`src/hdl/line_unit_pkg.sv`:
```
// constants, register layout and decode types of the line unit channel control bank
package line_unit_pkg;

   // ----------------
   // register map
   // ----------------
   localparam int NUM_CHANNELS = 2;
   localparam logic [15:0] LINE_CTRL_BASE = 16'h0F00;   // channel n at base + n*stride
   localparam logic [15:0] LINE_CTRL_STRIDE = 16'h0010;
   localparam logic [15:0] SEG_BASE_OFS = 16'h0008;      // first pulse segment of a channel
   localparam int NUM_SEGMENTS = 8;
   localparam logic [7:0] LINE_CTRL_RESET = 8'h00;
   localparam logic [7:0] SEG_RESET = 8'h00;
   localparam logic [7:0] UNMAPPED_READ = 8'h00;

   // ----------------
   // field positions
   // ----------------
   localparam int KIND_BIT = 7;
   localparam int ROUTE_BIT = 6;
   localparam int RX_ON_BIT = 5;
   localparam int CODE_MSB = 4;

   // ----------------
   // pattern lengths
   // ----------------
   localparam int PRBS_ORDER = 15;    // 2^15-1
   localparam int QRSS_ORDER = 20;    // 2^20-1
   localparam int PRBS_TAP = 14;      // x^15 + x^14 + 1
   localparam int QRSS_TAP = 17;      // x^20 + x^17 + 1
   localparam int QRSS_ZERO_RUN = 14; // qrss forces a one in place of the 14th zero in a row

   // ----------------
   // equalizer code boundaries
   // ----------------
   localparam logic [4:0] CODE_LH_36_LAST = 5'h03;
   localparam logic [4:0] CODE_LH_LAST = 5'h07;
   localparam logic [4:0] CODE_SH_LAST = 5'h0C;
   localparam logic [4:0] CODE_SH_ARB = 5'h0D;
   localparam logic [4:0] CODE_GAIN_FIRST = 5'h0E;
   localparam logic [4:0] CODE_GAIN_LAST = 5'h12;
   localparam logic [4:0] CODE_GAIN_ARB = 5'h13;
   localparam logic [4:0] CODE_GAIN_STEP_LAST = 5'h17;

   // ----------------
   // decode types
   // ----------------
   typedef enum logic [1:0] {
      SENS_15DB = 2'b00,
      SENS_29DB = 2'b01,
      SENS_36DB = 2'b10,
      SENS_45DB = 2'b11
   } sensitivity_t;

   typedef enum logic [1:0] {
      SHAPE_BUILD_OUT = 2'b00,   // long haul style attenuation
      SHAPE_CABLE = 2'b01,       // short haul cable range
      SHAPE_ARBITRARY = 2'b10,   // pulse segment table
      SHAPE_E1_TEMPLATE = 2'b11  // standard e1 template
   } shape_mode_t;

   typedef enum logic [1:0] {
      CABLE_TP100 = 2'b00,
      CABLE_COAX75 = 2'b01,
      CABLE_TP120 = 2'b10
   } cable_t;

   typedef enum logic [1:0] {
      HAUL_LONG = 2'b00,
      HAUL_SHORT = 2'b01,
      HAUL_GAIN = 2'b10
   } haul_t;

   // control register fields
   typedef struct packed {
      logic pattern_kind_select;   // 1 = qrss, 0 = prbs
      logic pattern_route_select;  // 1 = to rx outputs, 0 = to tx line
      logic receiver_power_on;
      logic [4:0] line_shape_code;
   } line_ctrl_t;

   // decoded line setup for the analog front end
   typedef struct packed {
      logic e1_mode;
      haul_t haul;
      sensitivity_t sensitivity;
      shape_mode_t shape;
      logic [2:0] transmit_build_out; // 0..3 build-out step or 0..4 cable range
      cable_t cable;
   } line_setup_t;

   // software register port
   typedef struct packed {
      logic [15:0] addr;
      logic [7:0] wdata;
      logic wr;
      logic rd;
   } reg_req_t;

endpackage : line_unit_pkg

```
`src/hdl/pulse_segment_mem.sv`:
```
// small memory of arbitrary pulse segments, one bank per channel
`timescale 1ns/100ps
`default_nettype none

module pulse_segment_mem
   import line_unit_pkg::*;
(
   // clock and reset
   input wire logic ref_clk,
   input wire logic arst_n,
   // software write port
   input wire logic wr_en,
   input wire logic [3:0] wr_index,
   input wire logic [7:0] wr_data,
   // software read port
   input wire logic [3:0] rd_index,
   output logic [7:0] rd_data,
   // transmit shaper port
   input wire logic [3:0] tx_index,
   output logic [7:0] tx_data
);

   // ----------------
   // storage
   // ----------------
   logic [7:0] seg_r [NUM_CHANNELS*NUM_SEGMENTS];  // channel in index msb

   // writes land in the addressed entry
   always_ff @(posedge ref_clk or negedge arst_n) begin
      if (!arst_n) begin
         for (int i = 0; i < NUM_CHANNELS*NUM_SEGMENTS; i++) begin
            seg_r[i] <= SEG_RESET;
         end
      end else if (wr_en) begin
         seg_r[wr_index] <= wr_data;
      end
   end

   // registered read outputs
   always_ff @(posedge ref_clk or negedge arst_n) begin
      if (!arst_n) begin
         rd_data <= SEG_RESET;
         tx_data <= SEG_RESET;
      end else begin
         rd_data <= seg_r[rd_index];
         tx_data <= seg_r[tx_index];
      end
   end

endmodule : pulse_segment_mem

`default_nettype wire

```
`src/hdl/line_unit_channel_control.sv`:
```
// per-channel line unit control registers, code decode and test pattern routing
// Operation
// - bit7 picks prbs15 or qrss20, reset 0
// - route 0 sends pattern to tx pair
// - route 1 sends pattern to rx outputs
// - receiver on powers receive section, accepts data
// - receiver off powers down all but pll
// - five bit code resets zero, decodes setup
// - codes 00-07 t1 long haul decode
// - codes 08-0D t1 short haul decode
// - codes 0E-17 t1 gain mode decode
// - codes 18-1F e1 pairs, coax or tp
// - arbitrary mode uses eight segment registers
//
// Design decision made here: strobed register access.
`timescale 1ns/100ps
`default_nettype none

module line_unit_channel_control
   import line_unit_pkg::*;
(
   // clock and reset
   input wire logic ref_clk,
   input wire logic arst_n,
   // register port
   input wire logic [15:0] reg_addr,
   input wire logic [7:0] reg_wdata,
   input wire logic reg_wr,
   input wire logic reg_rd,
   output logic [7:0] reg_rdata,
   // test pattern control, one per channel
   input wire logic [NUM_CHANNELS-1:0] pattern_enable,
   input wire logic [NUM_CHANNELS-1:0] pattern_clk_en,
   // normal transmit data per channel
   input wire logic [NUM_CHANNELS-1:0] tx_data_in,
   // receive line input pair per channel, from pins
   input wire logic [NUM_CHANNELS-1:0] rx_line_tip,
   input wire logic [NUM_CHANNELS-1:0] rx_line_ring,
   // transmit line output pair per channel
   output logic [NUM_CHANNELS-1:0] tx_line_tip,
   output logic [NUM_CHANNELS-1:0] tx_line_ring,
   // receive side outputs per channel
   output logic [NUM_CHANNELS-1:0] rx_positive_data_out,
   output logic [NUM_CHANNELS-1:0] rx_clock_out,
   // analog front end control per channel
   output logic [NUM_CHANNELS-1:0] rx_section_power,
   output logic [NUM_CHANNELS-1:0] master_clock_pll_power,
   output line_setup_t line_setup [NUM_CHANNELS],
   output logic [NUM_CHANNELS-1:0][7:0] tx_pulse_amplitude
);

   // ----------------
   // register port decode
   // ----------------
   reg_req_t req;                         // bundled request
   logic [NUM_CHANNELS-1:0] ctrl_hit;     // control register hit per channel
   logic [NUM_CHANNELS-1:0] seg_hit;      // segment register hit per channel
   logic [3:0] seg_index;                 // flat segment memory index
   logic seg_rd_r;                        // last read was a segment
   logic [7:0] ctrl_rdata_r;              // control readback stage
   logic [7:0] seg_rdata;                 // segment memory read data
   line_ctrl_t ctrl_r [NUM_CHANNELS];     // control register copies
   logic [3:0] tx_seg_idx_r [NUM_CHANNELS]; // segment walked by the shaper
   logic [3:0] tx_seg_flat;               // shaper index into memory
   logic [7:0] tx_seg_data;               // segment amplitude from memory
   logic shaper_sel_r;                    // channel the memory port serves

   assign req = '{addr: reg_addr, wdata: reg_wdata, wr: reg_wr, rd: reg_rd};

   // address compare and segment index
   always_comb begin
      seg_index = 4'h0;
      for (int c = 0; c < NUM_CHANNELS; c++) begin
         ctrl_hit[c] = (req.addr == 16'(LINE_CTRL_BASE + LINE_CTRL_STRIDE * c));
         seg_hit[c] = (req.addr >= 16'(LINE_CTRL_BASE + LINE_CTRL_STRIDE * c + SEG_BASE_OFS))
            && (req.addr < 16'(LINE_CTRL_BASE + LINE_CTRL_STRIDE * c + SEG_BASE_OFS
            + NUM_SEGMENTS));
         if (seg_hit[c]) begin
            seg_index = {1'(c), req.addr[2:0]};
         end
      end
   end

   // ----------------
   // per-channel control register and datapath
   // ----------------
   genvar ch;
   generate
      for (ch = 0; ch < NUM_CHANNELS; ch++) begin : g_chan
         logic [QRSS_ORDER-1:0] lfsr_r;   // pattern shift register
         logic [3:0] zero_run_r;          // qrss zero run counter
         logic fb;                        // feedback bit
         logic pat_bit;                   // pattern output bit
         logic [1:0] tip_sync_r;          // rx tip synchroniser
         logic [1:0] ring_sync_r;         // rx ring synchroniser
         logic rx_data_r;                 // accepted receive data
         line_setup_t setup;              // decoded setup
         logic [4:0] code;                // equalizer code alias

         // software write; independent copy per channel
         always_ff @(posedge ref_clk or negedge arst_n) begin
            if (!arst_n) begin
               ctrl_r[ch] <= line_ctrl_t'(LINE_CTRL_RESET);
            end else if (req.wr && ctrl_hit[ch]) begin
               ctrl_r[ch] <= line_ctrl_t'(req.wdata);
            end
         end

         // feedback taps depend on selected sequence
         always_comb begin
            if (ctrl_r[ch].pattern_kind_select) begin
               fb = lfsr_r[QRSS_ORDER-1] ^ lfsr_r[QRSS_TAP-1];
            end else begin
               fb = lfsr_r[PRBS_ORDER-1] ^ lfsr_r[PRBS_TAP-1];
            end
         end

         // pattern generator, stepped by the line rate enable
         always_ff @(posedge ref_clk or negedge arst_n) begin
            if (!arst_n) begin
               lfsr_r <= '1;
               zero_run_r <= 4'h0;
            end else if (!pattern_enable[ch]) begin
               lfsr_r <= '1;
               zero_run_r <= 4'h0;
            end else if (pattern_clk_en[ch]) begin
               lfsr_r <= {lfsr_r[QRSS_ORDER-2:0], fb};
               if (fb) begin
                  zero_run_r <= 4'h0;
               end else if (zero_run_r != 4'(QRSS_ZERO_RUN)) begin
                  zero_run_r <= zero_run_r + 4'h1;
               end
            end
         end

         // qrss forces a one after the longest allowed zero run
         assign pat_bit = lfsr_r[0] |
            (ctrl_r[ch].pattern_kind_select && zero_run_r == 4'(QRSS_ZERO_RUN));

         // receive pins pass two synchroniser flops and a data flop; held idle when powered down
         always_ff @(posedge ref_clk or negedge arst_n) begin
            if (!arst_n) begin
               tip_sync_r <= 2'b00;
               ring_sync_r <= 2'b00;
               rx_data_r <= 1'b0;
            end else if (!ctrl_r[ch].receiver_power_on) begin
               tip_sync_r <= 2'b00;
               ring_sync_r <= 2'b00;
               rx_data_r <= 1'b0;
            end else begin
               tip_sync_r <= {tip_sync_r[0], rx_line_tip[ch]};
               ring_sync_r <= {ring_sync_r[0], rx_line_ring[ch]};
               rx_data_r <= tip_sync_r[1] ^ ring_sync_r[1];
            end
         end

         // output steering and power control
         always_ff @(posedge ref_clk or negedge arst_n) begin
            if (!arst_n) begin
               tx_line_tip[ch] <= 1'b0;
               tx_line_ring[ch] <= 1'b0;
               rx_positive_data_out[ch] <= 1'b0;
               rx_clock_out[ch] <= 1'b0;
            end else begin
               if (pattern_enable[ch] && !ctrl_r[ch].pattern_route_select) begin
                  tx_line_tip[ch] <= pat_bit;
                  tx_line_ring[ch] <= ~pat_bit;
               end else begin
                  tx_line_tip[ch] <= tx_data_in[ch];
                  tx_line_ring[ch] <= ~tx_data_in[ch];
               end
               if (pattern_enable[ch] && ctrl_r[ch].pattern_route_select) begin
                  rx_positive_data_out[ch] <= pat_bit;
                  rx_clock_out[ch] <= pattern_clk_en[ch];
               end else begin
                  rx_positive_data_out[ch] <= rx_data_r;
                  rx_clock_out[ch] <= ctrl_r[ch].receiver_power_on & pattern_clk_en[ch];
               end
            end
         end

         assign rx_section_power[ch] = ctrl_r[ch].receiver_power_on;
         assign master_clock_pll_power[ch] = 1'b1;

         // equalizer code decode table
         assign code = ctrl_r[ch].line_shape_code;
         always_comb begin
            setup = '{e1_mode: 1'b0, haul: HAUL_LONG, sensitivity: SENS_36DB,
                      shape: SHAPE_BUILD_OUT, transmit_build_out: 3'h0, cable: CABLE_TP100};
            if (code <= CODE_LH_LAST) begin
               setup.sensitivity = (code <= CODE_LH_36_LAST) ? SENS_36DB : SENS_45DB;
               setup.transmit_build_out = {1'b0, code[1:0]};
            end else if (code <= CODE_SH_ARB) begin
               setup.haul = HAUL_SHORT;
               setup.sensitivity = SENS_15DB;
               setup.shape = (code == CODE_SH_ARB) ? SHAPE_ARBITRARY : SHAPE_CABLE;
               setup.transmit_build_out = (code <= CODE_SH_LAST) ? 3'(code - 5'h08) : 3'h0;
            end else if (code <= CODE_GAIN_STEP_LAST) begin
               setup.haul = HAUL_GAIN;
               setup.sensitivity = SENS_29DB;
               if (code <= CODE_GAIN_LAST) begin
                  setup.shape = SHAPE_CABLE;
                  setup.transmit_build_out = 3'(code - CODE_GAIN_FIRST);
               end else if (code == CODE_GAIN_ARB) begin
                  setup.shape = SHAPE_ARBITRARY;
               end else begin
                  setup.transmit_build_out = {1'b0, code[1:0]};
               end
            end else begin
               setup.e1_mode = 1'b1;
               setup.shape = SHAPE_E1_TEMPLATE;
               setup.haul = (code[2:1] == 2'b00 || code[2:1] == 2'b01) ? HAUL_LONG :
                            (code[2:1] == 2'b10) ? HAUL_SHORT : HAUL_GAIN;
               case (code[2:1])
                  2'b00: setup.sensitivity = SENS_36DB;
                  2'b01: setup.sensitivity = SENS_45DB;
                  2'b10: setup.sensitivity = SENS_15DB;
                  default: setup.sensitivity = SENS_29DB;
               endcase
               setup.cable = code[0] ? CABLE_TP120 : CABLE_COAX75;
            end
         end

         // decoded setup leaves through a register
         always_ff @(posedge ref_clk or negedge arst_n) begin
            if (!arst_n) begin
               line_setup[ch] <= '0;
            end else begin
               line_setup[ch] <= setup;
            end
         end

         // shaper steps to the next of the eight segments each line enable
         always_ff @(posedge ref_clk or negedge arst_n) begin
            if (!arst_n) begin
               tx_seg_idx_r[ch] <= 4'h0;
               tx_pulse_amplitude[ch] <= 8'h00;
            end else begin
               if (pattern_clk_en[ch]) begin
                  tx_seg_idx_r[ch] <= {1'b0, tx_seg_idx_r[ch][2:0] + 3'h1};
               end
               if (setup.shape != SHAPE_ARBITRARY) begin
                  tx_pulse_amplitude[ch] <= 8'h00;
               end else if (shaper_sel_r == 1'(ch)) begin
                  tx_pulse_amplitude[ch] <= tx_seg_data;
               end
            end
         end
      end
   endgenerate

   // memory port alternates between channels
   always_ff @(posedge ref_clk or negedge arst_n) begin
      if (!arst_n) begin
         shaper_sel_r <= 1'b0;
      end else begin
         shaper_sel_r <= ~shaper_sel_r;
      end
   end
   assign tx_seg_flat = {~shaper_sel_r, tx_seg_idx_r[~shaper_sel_r][2:0]};

   // ----------------
   // pulse segment storage
   // ----------------
   pulse_segment_mem u_segments (
      .ref_clk(ref_clk),
      .arst_n(arst_n),
      .wr_en(req.wr && (|seg_hit)),
      .wr_index(seg_index),
      .wr_data(req.wdata),
      .rd_index(seg_index),
      .rd_data(seg_rdata),
      .tx_index(tx_seg_flat),
      .tx_data(tx_seg_data)
   );

   // ----------------
   // read data, one cycle after the strobe
   // ----------------
   always_ff @(posedge ref_clk or negedge arst_n) begin
      if (!arst_n) begin
         ctrl_rdata_r <= UNMAPPED_READ;
         seg_rd_r <= 1'b0;
      end else begin
         seg_rd_r <= req.rd && (|seg_hit);
         ctrl_rdata_r <= UNMAPPED_READ;
         for (int c = 0; c < NUM_CHANNELS; c++) begin
            if (req.rd && ctrl_hit[c]) begin
               ctrl_rdata_r <= ctrl_r[c];
            end
         end
      end
   end

   assign reg_rdata = seg_rd_r ? seg_rdata : ctrl_rdata_r;

endmodule : line_unit_channel_control

`default_nettype wire

```
`config.mk`:
```
export PLATFORM = sky130hd
export DESIGN_NAME = line_unit_channel_control
export DESIGN_NICKNAME = d
export VERILOG_FILES = /design/src/hdl/line_unit_pkg.sv /design/src/hdl/pulse_segment_mem.sv /design/src/hdl/line_unit_channel_control.sv
export SDC_FILE = /design/constraint.sdc
export NUM_CORES = 1
export LEC_CHECK = 0
export BUFFER_PORTS_ARGS = -buffer_cell sky130_fd_sc_hd__buf_2
export CAP_MARGIN = 30
export CORE_AREA = 2 2 254 206
export DETAILED_ROUTE_END_ITERATION = 10
export DIE_AREA = 0 0 256 208
export GPL_TIMING_DRIVEN = 0
export PLACE_DENSITY = 0.54
export SLEW_MARGIN = 40
export SYNTH_ARGS = -nofsm -noshare
export SYNTH_HDL_FRONTEND = slang
export SYNTH_SLANG_ARGS = --single-unit
```
`constraint.sdc`:
```
create_clock -name ref_clk -period 4.05 [get_ports ref_clk]
set_input_delay 0.2025 -clock ref_clk [delete_from_list [all_inputs] [get_ports ref_clk]]
set_output_delay 0.2025 -clock ref_clk [all_outputs]
set_load 0.01 [all_outputs]
```
==> impl_metrics.json <==
{
  "dominantRegCellSynth": "dfrtp_1",
  "clkLatencyLatePin_ps": 560,
  "status": "finished clean",
  "worstPathArrival_ps": 3420,
  "cts.sinks": 282,
  "drive_gt1_frac": 0.331,
  "antenna_found_initial": 2,
  "p_leak_nw": 7.61,
  "start_kind": "register",
  "overflow": 0,
  "dr.pass1.iters": 5,
  "cap_violations": 0,
  "relSlewSlack": 0.421,
  "rows": 74,
  "hpwl_mm": 26.6,
  "cts_max_level": 1,
  "rsz0062_at_grt": "no",
  "final_net_count": 1289,
  "hold-worst-slack_ps": 20.0,
  "cts-resized-gates": 0,
  "vias": 9319,
  "grt_max_degree": 77,
  "synth_top_area_cell": "dfrtp_1",
  "synth_area_leaders": "dfrtp_1 45%, mux2_2 13%, mux2i_1 9.7%",
  "skew_ps": 14.0,
  "place_inst": 1874,
  "post_synth_inst_count": 1093,
  "yosys-top-cells-count": "242 x dfrtp_1, 160 x mux2_2, 132 x mux2i_1",
  "ys_ff_latch": 282,
  "path_clk_slew_ps": 60,
  "ys_types": 68,
  "synth.avg_cell_area_um2": 12.4,
  "fp.dieW_um": 256,
  "criticalPathCategory": "reg2reg",
  "power_density_nw_per_um2": 403,
  "track_usage": 0.134,
  "finalSetupViolCount": 0,
  "die_area_um2": 53200,
  "start_util": 0.268,
  "ant_nets": 0,
  "ios": 98,
  "holdBufCountCts": 12,
  "grt_pass1_vias": 9314,
  "worstHoldPathType": "in2reg",
  "cts_tree": "done",
  "max_freq_ghz": 0.328,
  "portBuffers": 92,
  "core_um2": 50600,
  "crit_family": "buffers and inverters",
  "yosysMostFrequentCell": "dfrtp_1",
  "worstPathMaxFanout": 10,
  "antennaDiodeCount": 0,
  "instances_no_fill": 1939,
  "drt_first_iter_violations": 597,
  "yosys_warnings": 0,
  "crit_chain": "clkbuf_1 > mux2i_1 > clkbuf_1 > buf_2 > mux2i_1 > o22ai_1 > or4_1",
  "synth-edff-count": 0,
  "tightest_slew_ps": 869,
  "synthArstFlopShare": 1.00,
  "finalMaxSlewViolations": 0,
  "area_growth_pct": 19.2,
  "max_stage_delay_ps": 690,
  "max-vdd-ir-drop_mv": 0.298,
  "cp-end-kind": "register",
  "clk_path_buf_depth": 3,
  "drcViolationCount": 0,
  "syn_area_um2": 13600,
  "required_ps": 4420,
  "place.gp.congestion": 0.834,
  "critPathBufInv": 3,
  "ys_seq_area_frac": 0.524,
  "root_buffer": "clkbuf_16",
  "period_share": 0.753,
  "vias_per_cell": 4.81,
  "cts_made_buffers": 29,
  "fin_crit_ps": 3050,
  "grt_pass1_wl_mm": 56.1,
  "yosys.area.top_type_share": 0.446,
  "crit_slowest_cell": "or4_1",
  "drt_wl_total_mm": 36.2,
  "postCtsSetupRepairBufs": 0,
  "drt-wirelength-per-cell_um": 18.7,
  "hold_violations": 0,
  "die_y_um": 208
}
-- stage by stage --
stage | worst slack [ps] | util | setup TNS (ps) | power (mW) | area, um2
floorplan | 1830 | - | 0 | 3.41 | 13600
global placement | -2500 | 0.294 | -617830 | 3.69 | 14900
detailed placement | 1010 | 0.297 | 0 | 3.72 | 15000
CTS | 989 | 0.319 | 0 | 6.59 | 16200
global route | 793 | 0.319 | 0 | 6.78 | 16200
finish | 1000 | 0.319 | 0 | 6.51 | 16200
-- cell usage in the layout, fill, tap and decap left out, types with 21 or more instances in the layout --
master,synthesis,layout
buf_2,14,106
inv_1,21,21
a21oi_1,26,26
dfrtp_1,242,242
clkbuf_16,0,29
o22ai_1,36,36
nor2_1,53,52
mux2_2,160,160
dfstp_2,40,40
mux2i_1,132,132
nand2_1,72,72
clkbuf_1,38,40
-- flip-flops by register name (all words and copies together) (netlist names) --
register,count
shaper_sel_r,1
g_chan.zero_run_r,8
g_chan.lfsr_r,40
ctrl_rdata_r,8
ctrl_r,4
tx_pulse_amplitude,16
tx_seg_idx_r,6
tx_line_ring,2
g_chan.code,10
g_chan.rx_data_r,2
u_segments.tx_data,8
g_chan.ring_sync_r,4
g_chan.tip_sync_r,4
seg_rd_r,1
u_segments.rd_data,8
rx_section_power,2
rx_positive_data_out,2
u_segments.seg_r,128
line_setup,24
tx_line_tip,2
rx_clock_out,2
-- cell type report --
class | count | area [um2]
Multi-Input combinational cell | 727 | 6140
Sequential cell | 282 | 7110
Timing Repair Buffer | 108 | 701
Clock inverter | 12 | 143
Clock buffer | 41 | 871
Tap cell | 684 | 856
Fill cell | 5083 | 34500
Inverter | 21 | 78.8
Buffer | 64 | 275
-- logic make-up (layout without fill, tap and decap cells) --
group                      after synthesis  in the layout  share of synthesized area
xor gates and xnor gates                10             10                    0.00646
adders and majority gates               18             18                     0.0166
DFF                                    282            282                      0.524
other                                    1              2                   0.000276
buffers and inverters                   85            246                     0.0259
AOI/OAI and AO/OA                      146            146                     0.0728
and+or+nand+nor                        242            242                     0.0963
muxes                                  309            309                      0.258
-- worst reg2reg max path, cell delays in order, from the launching register on --
cell	delay (ps)
dfrtp_1	320
clkbuf_1	200
mux2i_1	210
clkbuf_1	540
buf_2	510
mux2i_1	270
o22ai_1	120
or4_1	690
-- report_power, final --
| group | total, mW | switching (mW) | internal (mW) |
|---|---|---|---|
| Clock | 2.83 | 1.15 | 1.68 |
| Sequential | 2.92 | 0.0586 | 2.86 |
| Combinational | 0.758 | 0.490 | 0.268 |
| Total | 6.51 | 1.69 | 4.82 |
-- worst paths after layout --
path,start,slack (ps),depth (start not counted),to
setup / recovery,shaper_sel_r,1000,7,u_segments.tx_data[7]
hold / removal,reg_wdata[3],20,2,u_segments.seg_r[91]
setup reg to reg,shaper_sel_r,1000,7,u_segments.tx_data[7]
hold reg to reg,g_chan[1].ring_sync_r[0],450,1,g_chan[1].ring_sync_r[1]
max in group asynchronous,arst_n,2600,5,g_chan[1].lfsr_r[6]
min in group asynchronous,arst_n,110,2,tx_pulse_amplitude[4]
-- metal layers --
layer / wire length (um) / track usage / vias up
li1: - / - / 4269
met1: 18100 / 0.202 / 4718
met2: 15100 / 0.194 / 277
met3: 2330 / 0.0297 / 53
met4: 708 / 0.0274 / 2
met5: 13 / 0 / -
(Power assumes the default switching activity.)
